===== config.mk =====
export PLATFORM = sky130hd
export DESIGN_NAME = crm_requester
export DESIGN_NICKNAME = d
export VERILOG_FILES = /design/src/design/crm_pkg.sv /design/src/design/crm_requester.sv /design/src/design/crm_byte_mem.sv
export SDC_FILE = /design/constraint.sdc
export NUM_CORES = 1
export LEC_CHECK = 0
export BUFFER_PORTS_ARGS = -buffer_cell sky130_fd_sc_hd__buf_2
export CORE_MARGIN = 2
export CORE_UTILIZATION = 25
export DETAILED_ROUTE_END_ITERATION = 8
export PLACE_DENSITY_LB_ADDON = 0.05
export SLEW_MARGIN = 40
export SYNTH_ARGS = -nofsm -noshare
export SYNTH_HDL_FRONTEND = slang
export SYNTH_SLANG_ARGS = --single-unit

===== constraint.sdc =====
create_clock -name core_clk_i -period 2.3 [get_ports core_clk_i]
set_input_delay 0.23 -clock core_clk_i [delete_from_list [all_inputs] [get_ports core_clk_i]]
set_output_delay 0.23 -clock core_clk_i [all_outputs]
set_load 0.05 [all_outputs]

===== src/design/crm_pkg.sv =====
// Package for the configuration-message requester: link tokens, own APB
// register map, message token codes and the far device's status-register map.
// Assumes one clock domain and a byte-wide token link to the far device.
`default_nettype none
package crm_pkg;
  // ----------------------------------------------------------------
  // Token link carrier
  // ----------------------------------------------------------------
  typedef struct packed {
    logic ctrl;
    logic [7:0] data;
  } crm_tok_t;

  // ----------------------------------------------------------------
  // Message token codes
  // ----------------------------------------------------------------
  localparam logic [7:0] TOK_CFG_WR = 8'hC0;
  localparam logic [7:0] TOK_CFG_RD = 8'hC1;
  localparam logic [7:0] TOK_PER_WR = 8'h24;
  localparam logic [7:0] TOK_PER_RD = 8'h25;
  localparam logic [7:0] TOK_END = 8'h01;
  localparam logic [7:0] TOK_ACK = 8'h03;
  localparam logic [7:0] TOK_NAK = 8'h04;
  localparam logic [7:0] RET_NOREPLY = 8'hFF;

  // ----------------------------------------------------------------
  // Channel-end destination patterns
  // ----------------------------------------------------------------
  localparam logic [15:0] DEST_TILE_LO = 16'hC20C;
  localparam logic [15:0] DEST_NODE_LO = 16'hC30C;
  localparam logic [7:0] DEST_PER_LO = 8'h02;
  localparam logic [7:0] PS_RES_TYPE = 8'h0C;
  localparam int PS_RES_SHIFT = 8;

  // ----------------------------------------------------------------
  // Own APB register map
  // ----------------------------------------------------------------
  localparam int APB_AW = 8;
  localparam logic [7:0] OFF_CTRL = 8'h00;
  localparam logic [7:0] OFF_DEST = 8'h04;
  localparam logic [7:0] OFF_RETID = 8'h08;
  localparam logic [7:0] OFF_REGNUM = 8'h0C;
  localparam logic [7:0] OFF_WDATA = 8'h10;
  localparam logic [7:0] OFF_SIZE = 8'h14;
  localparam logic [7:0] OFF_STATUS = 8'h18;
  localparam logic [7:0] OFF_RDATA = 8'h1C;
  localparam logic [7:0] OFF_PSID = 8'h20;
  localparam logic [7:0] OFF_BUF = 8'h40;
  localparam int CTRL_START = 0;
  localparam int CTRL_READ = 1;
  localparam int CTRL_TGT_LSB = 2;
  localparam logic [1:0] TGT_TILE = 2'h0;
  localparam logic [1:0] TGT_NODE = 2'h1;
  localparam logic [1:0] TGT_PER = 2'h2;

  // ----------------------------------------------------------------
  // Far device status-register numbers and reset values
  // ----------------------------------------------------------------
  localparam logic [7:0] PS_RAM_BASE_ADDRESS = 8'h00;
  localparam logic [7:0] PS_VECTOR_BASE_ADDRESS = 8'h01;
  localparam logic [7:0] PS_TILE_CONTROL = 8'h02;
  localparam logic [7:0] PS_TILE_BOOT_STATUS = 8'h03;
  localparam logic [7:0] PS_SECURITY_CONFIG = 8'h05;
  localparam logic [7:0] PS_RING_OSC_CONTROL = 8'h06;
  localparam logic [7:0] PS_RING_OSC_COUNT_0 = 8'h07;
  localparam logic [7:0] PS_RING_OSC_COUNT_1 = 8'h08;
  localparam logic [7:0] PS_RING_OSC_COUNT_2 = 8'h09;
  localparam logic [7:0] PS_RING_OSC_COUNT_3 = 8'h0A;
  localparam logic [7:0] PS_MEMORY_SIZE = 8'h0C;
  localparam logic [7:0] PS_DEBUG_SAVED_STATUS = 8'h10;
  localparam logic [7:0] PS_DEBUG_SAVED_PC = 8'h11;
  localparam logic [7:0] PS_DEBUG_SAVED_STACK_PTR = 8'h12;
  localparam logic [7:0] PS_DEBUG_REGREAD_OPERAND_1 = 8'h13;
  localparam logic [7:0] PS_DEBUG_REGREAD_OPERAND_2 = 8'h14;
  localparam logic [7:0] PS_DEBUG_INTERRUPT_TYPE = 8'h15;
  localparam logic [7:0] PS_DEBUG_INTERRUPT_DATA = 8'h16;
  localparam logic [7:0] PS_DEBUG_CORE_CONTROL = 8'h18;
  localparam logic [7:0] PS_DEBUG_SCRATCH_BANK = 8'h20;
  localparam logic [7:0] PS_INSTR_BREAKPOINT_ADDRESS = 8'h30;
  localparam logic [7:0] PS_INSTR_BREAKPOINT_CONTROL = 8'h40;
  localparam logic [7:0] PS_DATA_WATCH_ADDRESS_1 = 8'h50;
  localparam logic [7:0] PS_DATA_WATCH_ADDRESS_2 = 8'h60;
  localparam logic [7:0] PS_DATA_BREAKPOINT_CONTROL = 8'h70;
  localparam logic [7:0] PS_RESOURCE_BREAKPOINT_MASK = 8'h80;
  localparam logic [7:0] PS_RESOURCE_BREAKPOINT_VALUE = 8'h90;
  localparam logic [7:0] PS_RESOURCE_BREAKPOINT_CONTROL = 8'h9C;
  localparam logic [31:0] RAM_BASE_RST = 32'h0004_0000;
  localparam logic [31:0] RAM_BASE_WMASK = 32'hFFFF_FFFC;
  localparam logic [31:0] VEC_BASE_WMASK = 32'hFFFC_0000;

  // ----------------------------------------------------------------
  // Controller state
  // ----------------------------------------------------------------
  typedef enum logic [3:0] {
    S_IDLE, S_HDR, S_RET, S_REG, S_SIZE, S_DATA, S_END,
    S_RWAIT, S_RDAT, S_REND
  } crm_st_t;

  typedef struct packed {
    crm_st_t st;
    logic [7:0] cnt;
    logic [31:0] sh;
    logic fetched;
    logic tx_valid;
    crm_tok_t tx_tok;
    logic rx_ready;
    logic read;
    logic [1:0] tgt;
    logic [15:0] dest_id;
    logic [7:0] per_id;
    logic [23:0] retid;
    logic [15:0] regnum;
    logic [31:0] wdata;
    logic [7:0] size;
    logic [31:0] dest;
    logic [31:0] rdata;
    logic done;
    logic ok;
    logic fail;
    logic bad_rep;
    logic bad_req;
    logic pready;
    logic pslverr;
    logic [31:0] prdata;
    logic armed;
  } crm_state_t;

  localparam crm_state_t CRM_STATE_RST = '0;
endpackage
`default_nettype wire


===== src/design/crm_requester.sv =====
// Configuration-message requester: builds token messages for the far
// device's configuration banks and collects its replies.
// Assumes software on APB and a byte token link with valid/ready both ways.
//
// Chosen here: the APB register port.
`default_nettype none
// Functional notes
// - Each request carries the upper 24 bits of the reply channel-end.
// - A return id with low byte all ones means no reply is awaited.
// - Multi-byte fields travel most significant byte first.
// - A status resource id is the register number shifted by 8, OR 0x0C.
// - Tile banks are reached at destination id followed by C20C.
// - Node banks are reached at destination id followed by C30C.
// - Bank write is token 192, return id, 16-bit number, 32 bits, token 1.
// - Bank read is token 193, return id, 16-bit number, token 1.
// - Peripherals are reached at node id, peripheral byte, then 02.
// - Peripheral write is 36, return id, number, size, data, token 1.
// - Peripheral read is 37, return id, number, size, token 1.
module crm_requester
  import crm_pkg::*;
#(
  parameter int BUF_DEPTH = 8
) (
  input wire logic core_clk_i,
  input wire logic sys_rst_i,
  input wire logic psel_i,
  input wire logic penable_i,
  input wire logic pwrite_i,
  input wire logic [crm_pkg::APB_AW-1:0] paddr_i,
  input wire logic [31:0] pwdata_i,
  output var logic [31:0] prdata_o,
  output var logic pready_o,
  output var logic pslverr_o,
  output var logic tx_valid_o,
  output var crm_pkg::crm_tok_t tx_tok_o,
  input wire logic tx_ready_i,
  input wire logic rx_valid_i,
  input wire crm_pkg::crm_tok_t rx_tok_i,
  output var logic rx_ready_o,
  output var logic [31:0] chan_dest_o
);
  import crm_pkg::*;

  localparam int AW = $clog2(BUF_DEPTH);
  localparam logic [7:0] DEPTH8 = 8'(BUF_DEPTH);

  crm_state_t s_q;
  crm_state_t s_d;
  logic tx_free;
  logic rx_acc;
  logic is_buf;
  logic unmapped;
  logic [31:0] rval;
  logic mem_we;
  logic [AW-1:0] mem_waddr;
  logic [7:0] mem_wdata;
  logic [AW-1:0] mem_raddr;
  logic [7:0] mem_rdata;
  logic per;
  logic [31:0] psid;

  assign per = (s_q.tgt == TGT_PER);
  assign psid = {8'h00, s_q.regnum, 8'h00} | {24'h0, PS_RES_TYPE};

  crm_byte_mem #(
    .DEPTH(BUF_DEPTH),
    .AW(AW)
  ) u_buf (
    .core_clk_i(core_clk_i),
    .we_i(mem_we),
    .waddr_i(mem_waddr),
    .wdata_i(mem_wdata),
    .raddr_i(mem_raddr),
    .rdata_o(mem_rdata)
  );

  // ----------------------------------------------------------------
  // Buffer port steering
  // ----------------------------------------------------------------
  always_comb
  begin
    mem_raddr = paddr_i[AW+1:2];
    if (s_q.st == S_DATA)
    begin
      mem_raddr = s_q.cnt[AW-1:0];
    end
    if (s_q.st == S_RDAT)
    begin
      mem_we = rx_acc && !rx_tok_i.ctrl && per;
      mem_waddr = s_q.cnt[AW-1:0];
      mem_wdata = rx_tok_i.data;
    end
    else
    begin
      mem_we = psel_i && penable_i && s_q.pready && pwrite_i && is_buf;
      mem_waddr = paddr_i[AW+1:2];
      mem_wdata = pwdata_i[7:0];
    end
  end

  // ----------------------------------------------------------------
  // Register read mux
  // ----------------------------------------------------------------
  always_comb
  begin
    is_buf = (paddr_i >= OFF_BUF) && (paddr_i < OFF_BUF + 4 * BUF_DEPTH);
    unmapped = 1'b0;
    rval = 32'h0000_0000;
    case (paddr_i)
      OFF_CTRL: rval = {28'h0, s_q.tgt, s_q.read, 1'b0};
      OFF_DEST: rval = {8'h00, s_q.per_id, s_q.dest_id};
      OFF_RETID: rval = {8'h00, s_q.retid};
      OFF_REGNUM: rval = {16'h0000, s_q.regnum};
      OFF_WDATA: rval = s_q.wdata;
      OFF_SIZE: rval = {24'h0, s_q.size};
      OFF_STATUS: rval = {26'h0, s_q.bad_req, s_q.bad_rep, s_q.fail,
                          s_q.ok, s_q.done, s_q.st != S_IDLE};
      OFF_RDATA: rval = s_q.rdata;
      OFF_PSID: rval = psid;
      default: unmapped = !is_buf;
    endcase
  end

  // ----------------------------------------------------------------
  // Message engine and APB slave
  // ----------------------------------------------------------------
  always_comb
  begin
    s_d = s_q;
    tx_free = !s_q.tx_valid || tx_ready_i;
    rx_acc = rx_valid_i && s_q.rx_ready;
    if (s_q.tx_valid && tx_ready_i)
    begin
      s_d.tx_valid = 1'b0;
    end
    case (s_q.st)
      S_IDLE: ;
      S_HDR:
        if (tx_free)
        begin
          s_d.tx_valid = 1'b1;
          s_d.tx_tok.ctrl = 1'b1;
          if (per)
          begin
            s_d.tx_tok.data = s_q.read ? TOK_PER_RD : TOK_PER_WR;
          end
          else
          begin
            s_d.tx_tok.data = s_q.read ? TOK_CFG_RD : TOK_CFG_WR;
          end
          s_d.st = S_RET;
          s_d.cnt = 8'h00;
          s_d.sh = {s_q.retid, 8'h00};
        end
      S_RET, S_REG, S_SIZE:
        if (tx_free)
        begin
          s_d.tx_valid = 1'b1;
          s_d.tx_tok = '{1'b0, s_q.sh[31:24]};
          s_d.sh = {s_q.sh[23:0], 8'h00};
          s_d.cnt = s_q.cnt + 8'h01;
          if (s_q.st == S_RET && s_q.cnt == 8'h02)
          begin
            s_d.st = S_REG;
            s_d.cnt = 8'h00;
            s_d.sh = per ? {s_q.regnum[7:0], 24'h0} : {s_q.regnum, 16'h0};
          end
          else if (s_q.st == S_REG && s_q.cnt == (per ? 8'h00 : 8'h01))
          begin
            s_d.cnt = 8'h00;
            s_d.fetched = 1'b0;
            s_d.sh = per ? {s_q.size, 24'h0} : s_q.wdata;
            s_d.st = per ? S_SIZE : (s_q.read ? S_END : S_DATA);
          end
          else if (s_q.st == S_SIZE)
          begin
            s_d.cnt = 8'h00;
            s_d.st = (s_q.read || s_q.size == 8'h00) ? S_END : S_DATA;
          end
        end
      S_DATA:
        if (!per)
        begin
          if (tx_free)
          begin
            s_d.tx_valid = 1'b1;
            s_d.tx_tok = '{1'b0, s_q.sh[31:24]};
            s_d.sh = {s_q.sh[23:0], 8'h00};
            s_d.cnt = s_q.cnt + 8'h01;
            if (s_q.cnt == 8'h03)
            begin
              s_d.st = S_END;
            end
          end
        end
        else if (!s_q.fetched)
        begin
          // Buffer read is registered, so each byte costs a fetch cycle
          s_d.fetched = 1'b1;
        end
        else if (tx_free)
        begin
          s_d.tx_valid = 1'b1;
          s_d.tx_tok = '{1'b0, mem_rdata};
          s_d.fetched = 1'b0;
          s_d.cnt = s_q.cnt + 8'h01;
          if (s_q.cnt == s_q.size - 8'h01)
          begin
            s_d.st = S_END;
          end
        end
      S_END:
        if (tx_free)
        begin
          s_d.tx_valid = 1'b1;
          s_d.tx_tok = '{1'b1, TOK_END};
          if (s_q.retid[7:0] == RET_NOREPLY)
          begin
            s_d.st = S_IDLE;
            s_d.done = 1'b1;
            s_d.ok = 1'b1;
          end
          else
          begin
            s_d.st = S_RWAIT;
            s_d.rx_ready = 1'b1;
          end
        end
      S_RWAIT:
        if (rx_acc)
        begin
          s_d.cnt = 8'h00;
          s_d.st = S_REND;
          if (rx_tok_i.ctrl && rx_tok_i.data == TOK_ACK)
          begin
            s_d.ok = 1'b1;
            if (s_q.read && !(per && s_q.size == 8'h00))
            begin
              s_d.st = S_RDAT;
            end
          end
          else if (rx_tok_i.ctrl && rx_tok_i.data == TOK_NAK)
          begin
            s_d.fail = 1'b1;
          end
          else
          begin
            s_d.bad_rep = 1'b1;
          end
        end
      S_RDAT:
        if (rx_acc)
        begin
          if (rx_tok_i.ctrl)
          begin
            // Short payload: flag it and resync on the closing token
            s_d.bad_rep = 1'b1;
            s_d.st = S_REND;
            if (rx_tok_i.data == TOK_END)
            begin
              s_d.st = S_IDLE;
              s_d.done = 1'b1;
              s_d.rx_ready = 1'b0;
            end
          end
          else
          begin
            if (!per)
            begin
              s_d.rdata = {s_q.rdata[23:0], rx_tok_i.data};
            end
            s_d.cnt = s_q.cnt + 8'h01;
            if (s_q.cnt == (per ? s_q.size - 8'h01 : 8'h03))
            begin
              s_d.st = S_REND;
            end
          end
        end
      S_REND:
        if (rx_acc)
        begin
          if (rx_tok_i.ctrl && rx_tok_i.data == TOK_END)
          begin
            s_d.st = S_IDLE;
            s_d.done = 1'b1;
            s_d.rx_ready = 1'b0;
          end
          else
          begin
            s_d.bad_rep = 1'b1;
          end
        end
      default: s_d.st = S_IDLE;
    endcase

    // Writes wait for idle so a message never sees its fields move
    if (!(psel_i && penable_i))
    begin
      s_d.pready = 1'b0;
      s_d.armed = 1'b0;
    end
    else if (!s_q.pready)
    begin
      if (pwrite_i)
      begin
        if (s_q.st == S_IDLE)
        begin
          s_d.pready = 1'b1;
          s_d.pslverr = unmapped;
        end
      end
      else if (!is_buf)
      begin
        s_d.pready = 1'b1;
        s_d.pslverr = unmapped;
        s_d.prdata = rval;
      end
      else if (s_q.st == S_IDLE)
      begin
        s_d.armed = 1'b1;
        if (s_q.armed)
        begin
          s_d.pready = 1'b1;
          s_d.pslverr = 1'b0;
          s_d.prdata = {24'h0, mem_rdata};
          s_d.armed = 1'b0;
        end
      end
    end
    else
    begin
      s_d.pready = 1'b0;
      s_d.pslverr = 1'b0;
      if (pwrite_i && !s_q.pslverr)
      begin
        case (paddr_i)
          OFF_CTRL:
          begin
            s_d.read = pwdata_i[CTRL_READ];
            s_d.tgt = pwdata_i[CTRL_TGT_LSB+1:CTRL_TGT_LSB];
            if (pwdata_i[CTRL_START])
            begin
              s_d.done = 1'b0;
              s_d.ok = 1'b0;
              s_d.fail = 1'b0;
              s_d.bad_rep = 1'b0;
              s_d.bad_req = 1'b0;
              case (pwdata_i[CTRL_TGT_LSB+1:CTRL_TGT_LSB])
                TGT_TILE: s_d.dest = {s_q.dest_id, DEST_TILE_LO};
                TGT_NODE: s_d.dest = {s_q.dest_id, DEST_NODE_LO};
                TGT_PER: s_d.dest = {s_q.dest_id, s_q.per_id, DEST_PER_LO};
                default: s_d.bad_req = 1'b1;
              endcase
              if (pwdata_i[CTRL_TGT_LSB+1:CTRL_TGT_LSB] == TGT_PER &&
                  s_q.size > DEPTH8)
              begin
                s_d.bad_req = 1'b1;
              end
              if (s_d.bad_req)
              begin
                s_d.done = 1'b1;
              end
              else
              begin
                s_d.st = S_HDR;
              end
            end
          end
          OFF_DEST:
          begin
            s_d.dest_id = pwdata_i[15:0];
            s_d.per_id = pwdata_i[23:16];
          end
          OFF_RETID: s_d.retid = pwdata_i[23:0];
          OFF_REGNUM: s_d.regnum = pwdata_i[15:0];
          OFF_WDATA: s_d.wdata = pwdata_i;
          OFF_SIZE: s_d.size = pwdata_i[7:0];
          default: ;
        endcase
      end
    end
  end

  always_ff @(posedge core_clk_i)
  begin
    if (sys_rst_i)
    begin
      s_q <= CRM_STATE_RST;
    end
    else
    begin
      s_q <= s_d;
    end
  end

  assign prdata_o = s_q.prdata;
  assign pready_o = s_q.pready;
  assign pslverr_o = s_q.pslverr;
  assign tx_valid_o = s_q.tx_valid;
  assign tx_tok_o = s_q.tx_tok;
  assign rx_ready_o = s_q.rx_ready;
  assign chan_dest_o = s_q.dest;
endmodule
`default_nettype wire


===== src/design/crm_byte_mem.sv =====
// Byte buffer for peripheral message payloads.
// Assumes one write port and a registered read port on the same clock.
`default_nettype none
module crm_byte_mem #(
  parameter int DEPTH = 8,
  parameter int AW = 3
) (
  input wire logic core_clk_i,
  input wire logic we_i,
  input wire logic [AW-1:0] waddr_i,
  input wire logic [7:0] wdata_i,
  input wire logic [AW-1:0] raddr_i,
  output var logic [7:0] rdata_o
);
  logic [7:0] mem_q [DEPTH];

  // ----------------------------------------------------------------
  // Storage, no reset: contents are payload only
  // ----------------------------------------------------------------
  always_ff @(posedge core_clk_i)
  begin
    if (we_i)
    begin
      mem_q[waddr_i] <= wdata_i;
    end
    rdata_o <= mem_q[raddr_i];
  end
endmodule
`default_nettype wire


==> summary.md <==
Run status
* result of the run: finished with violations
* violations in the final reports: negative setup slack

Logic synthesis
* top cells by instance count after synthesis: nand2_1, dfxtp_1, a21oi_1
* predominant post-synthesis flop cell: dfxtp_1
* post-synthesis cell count: 1873
* proportion of register bits with asynchronous set or reset after synthesis: 0%
* Yosys cell types: 88
* Synth area leaders: dfxtp_1, edfxtp_1, nand2_1
* Yosys Warn Count: 0
* flip-flop and latch count after synthesis: 333
* cell taking the most area after synthesis: dfxtp_1
* Avg Synthesized Cell Area: 8.664 µm²
* most common cell in the synthesized netlist: nand2_1
* Post-Synthesis Cell Area: 16230 µm²
* area share of the largest cell type after synthesis: 33.18%
* part of the Yosys area used for sequential elements: 45.03%
* EDFF count, synth: 64

Worst setup path
* startpoint class of the critical path: flip-flop
* required time of the worst setup path: 2800 ps
* reg-to-reg endpoint: s_q[263]
* Worst path slowest cell: or4_4
* largest delay contributor family on the critical path: simple AND/OR/NAND/NOR gates
* Critical Path End Type: flip-flop
* WP data arrival: 2830 ps
* sequence of cells on the critical path: inv_2 > ha_4 > or3b_4 > or4_4 > a221oi_2 > a31oi_1 > a2111oi_2 > or4_1
* setup slack on the worst flop-to-flop path: -30 ps
* Max FO, Critical Path: 3
* longest individual stage delay on the worst path: 430 ps
* type of the worst setup path: reg2reg
* worst path bufs/invs: 1
* FF-to-FF path depth: 8
* startpoint of the worst-slack reg-to-reg timing path: s_q[105]

Min path
* worst min-delay path category: in2reg
* Hold EP: s_q[197]
* hold path startpoint: pwdata_i[5]
* worst hold path stage count: 3

Timing
* Max Freq: 428.7 MHz
* portion of the clock cycle consumed by the worst path in the final layout: 101.4%
* number of setup violations in the final report: 1
* unrepaired setup endpoints after global routing: true
* setup total negative slack: -32.63 ps
* final count of hold timing violations: 0
* Max transition margin: 51.03%
* Slew Viols, Final: 0
* post-layout min period: 2333 ps
* min setup slack post-route: -32.63 ps
* worst slew pin tran: 725.3 ps
* Worst Skew: 22.63 ps

Route
* via total after detailed routing: 15050
* first-iteration detailed-routing DRC count: 1431
* Residual DRC: 0
* remaining number of nets flagged by the antenna check after routing: 0
* Initial DRT Pass Iterations: 8
* final wirelength: 74230 µm
* mean number of vias per cell: 5.068
* average detailed-routed wire length per instance: 24.99 µm

Place
* dpl cells: 2846
* global placer's final weighted congestion: 0.8651
* HPWL after DPL: 56280 µm
* total of buffers placed on input and output ports: 127
* Post-Place Worst Slack: -303.0 ps

Global routing
* pin count of the biggest net entering global routing: 77
* GR Layer Usage met3: 4.225%
* number of antenna violations at the first check in global routing: 2
* wire length of the first global-routing pass: 106500 µm
* Overflow after GRT: 0
* GRT Resource Usage Total: 21.85%
* Global Route met2 Usage: 32.36%
* GR Layer Usage met1: 31.60%
* via count of the first global-routing pass: 14780
* Most Crowded Layer GR: met2

Floorplan
* Rows: 93
* floorplan die height: 258.8 µm
* Starting Density: 25.22%
* # IOs: 133
* area of the core region: 64350 µm²
* die outline width: 258.8 µm
* area of the die: 66970 µm²

Power and ir drop
* leak pwr: 7.290 nW
* Max VDD drop: 0.3706 mV
* total power draw: 0.01320 W
* cell area power density: 634.6 nW/µm²

Clocking
* insertion delay of the later-clocked pin in the worst-skew pair: 580 ps
* root buffer selected by CTS: clkbuf_16
* number of buffers added by the clock tree synthesis step: 42
* total number of clock tree sinks: 333
* Max Root-Sink Buffers: 3
* clock-pin slew reported for the worst setup and hold paths after clock tree synthesis: 60 ps
* clock tree from TritonCTS: built
* H-tree depth: 2

Final layout
* area delta synth->final: 28.22%
* share of layout cells above drive strength 1: 25.15%
* number of antenna diodes: 0
* net total in the final layout: 2147
* Finished Layout Cells: 2970
* post-layout utilization of the core: 32.34%

Job
* total of max-cap violations: 0

-- placed cells by master (no fill, tap or decap), types with 10 or more instances in the layout --
master	netlist	layout
nand2_1	427	426
nor2_1	99	90
nor3_1	25	22
a22oi_1	65	65
a221o_1	12	12
clkbuf_16	0	43
a21oi_1	222	217
nand2b_1	13	12
mux2i_1	17	16
buf_2	29	126
o211ai_1	26	26
o21ai_0	67	65
edfxtp_1	64	64
dfxtp_1	269	264
and2_1	10	10
inv_1	12	10
nand3_1	19	18
buf_4	85	183
nor2b_1	13	11
a222oi_1	20	20
nand4_1	14	14
dlygate4sd3_1	0	36
a22o_1	18	18
buf_12	0	28
mux2_2	16	16
clkbuf_8	0	10
mux4_2	16	16
a31oi_1	13	13
-- flip-flops by register name (all words and copies together), names as in the netlist --
register	flops
psid	16
u_buf.rdata_o	8
s_q	174
chan_dest_o	26
prdata_o	32
tx_tok_o	9
pready_o	1
tx_valid_o	1
u_buf.mem_q	64
pslverr_o	1
rx_ready_o	1
-- what timing repair did --
item                                    CTS  global route
hold endpoints to repair                 90             0
cloned                                    0             1
buffers inserted                          3             9
endpoints found under the setup margin   34            92
hold buffers                             36             0
gates resized for setup                  22            41
pin swaps                                 3            20
-- tightest hold or removal path, stage by stage --
cell and delay [ps]:
buf_2 190, nand2_1 90, a21oi_1 50
-- how the worst max path moves through the flow --
stage	slack, ps	start	to	depth (start not counted)
after global placement	-310	s_q[108]	s_q[263]	6
final	-30	s_q[105]	s_q[263]	8
after floorplan	-20	s_q[255]	s_q[257]	9
after CTS	-70	s_q[105]	s_q[263]	9
after detailed placement	-300	s_q[108]	s_q[263]	6
after global routing	-150	s_q[105]	s_q[263]	8
-- power by group --
part           internal (W)  leakage [nW]  switching (W)
combinational      0.000210          3.87       0.000369
sequential          0.00596          2.75      0.0000418
clock               0.00388         0.670        0.00275
total                0.0100          7.29        0.00316
-- final cells by class --
type | instances | area [µm²]
Clock buffer | 59 | 1205
Clock inverter | 16 | 156.4
Fill cell | 6757 | 43540
Inverter | 15 | 58.81
Multi-Input combinational cell | 1311 | 7965
Sequential cell | 333 | 7313
Tap cell | 855 | 1070
Timing Repair Buffer | 381 | 3039
-- logic make-up (layout without fill, tap and decap cells) --
family / Yosys count / count (layout) / synth area share [%]
flops: 333 / 333 / 45.03
mux: 49 / 49 / 4.379
other cells: 1 / 5 / 0.02311
xor+xnor: 15 / 15 / 1.149
buf+inv: 233 / 471 / 7.733
fa+ha+maj: 7 / 7 / 0.5397
compound gates: 534 / 534 / 21.59
simple gates: 701 / 701 / 19.56
-- layer usage --
| metal | part of all wire, % | vias up |
|---|---|---|
| met5 | 0 | - |
| met4 | 3.4 | 0 |
| met3 | 5.4 | 113 |
| met2 | 42 | 467 |
| met1 | 49 | 7380 |
| li1 | - | 7093 |
-- per-stage QoR --
stage | area [µm²] | hold slack (ps)
after detailed placement | 18660 | 442.0
final | 20810 | 43.91
after floorplan | 16330 | 366.0
after global placement | 18640 | 440.3
after global routing | 20810 | 6.185
after CTS | 20510 | 0.1269
Note: power is estimated with default switching activity, not from simulation.
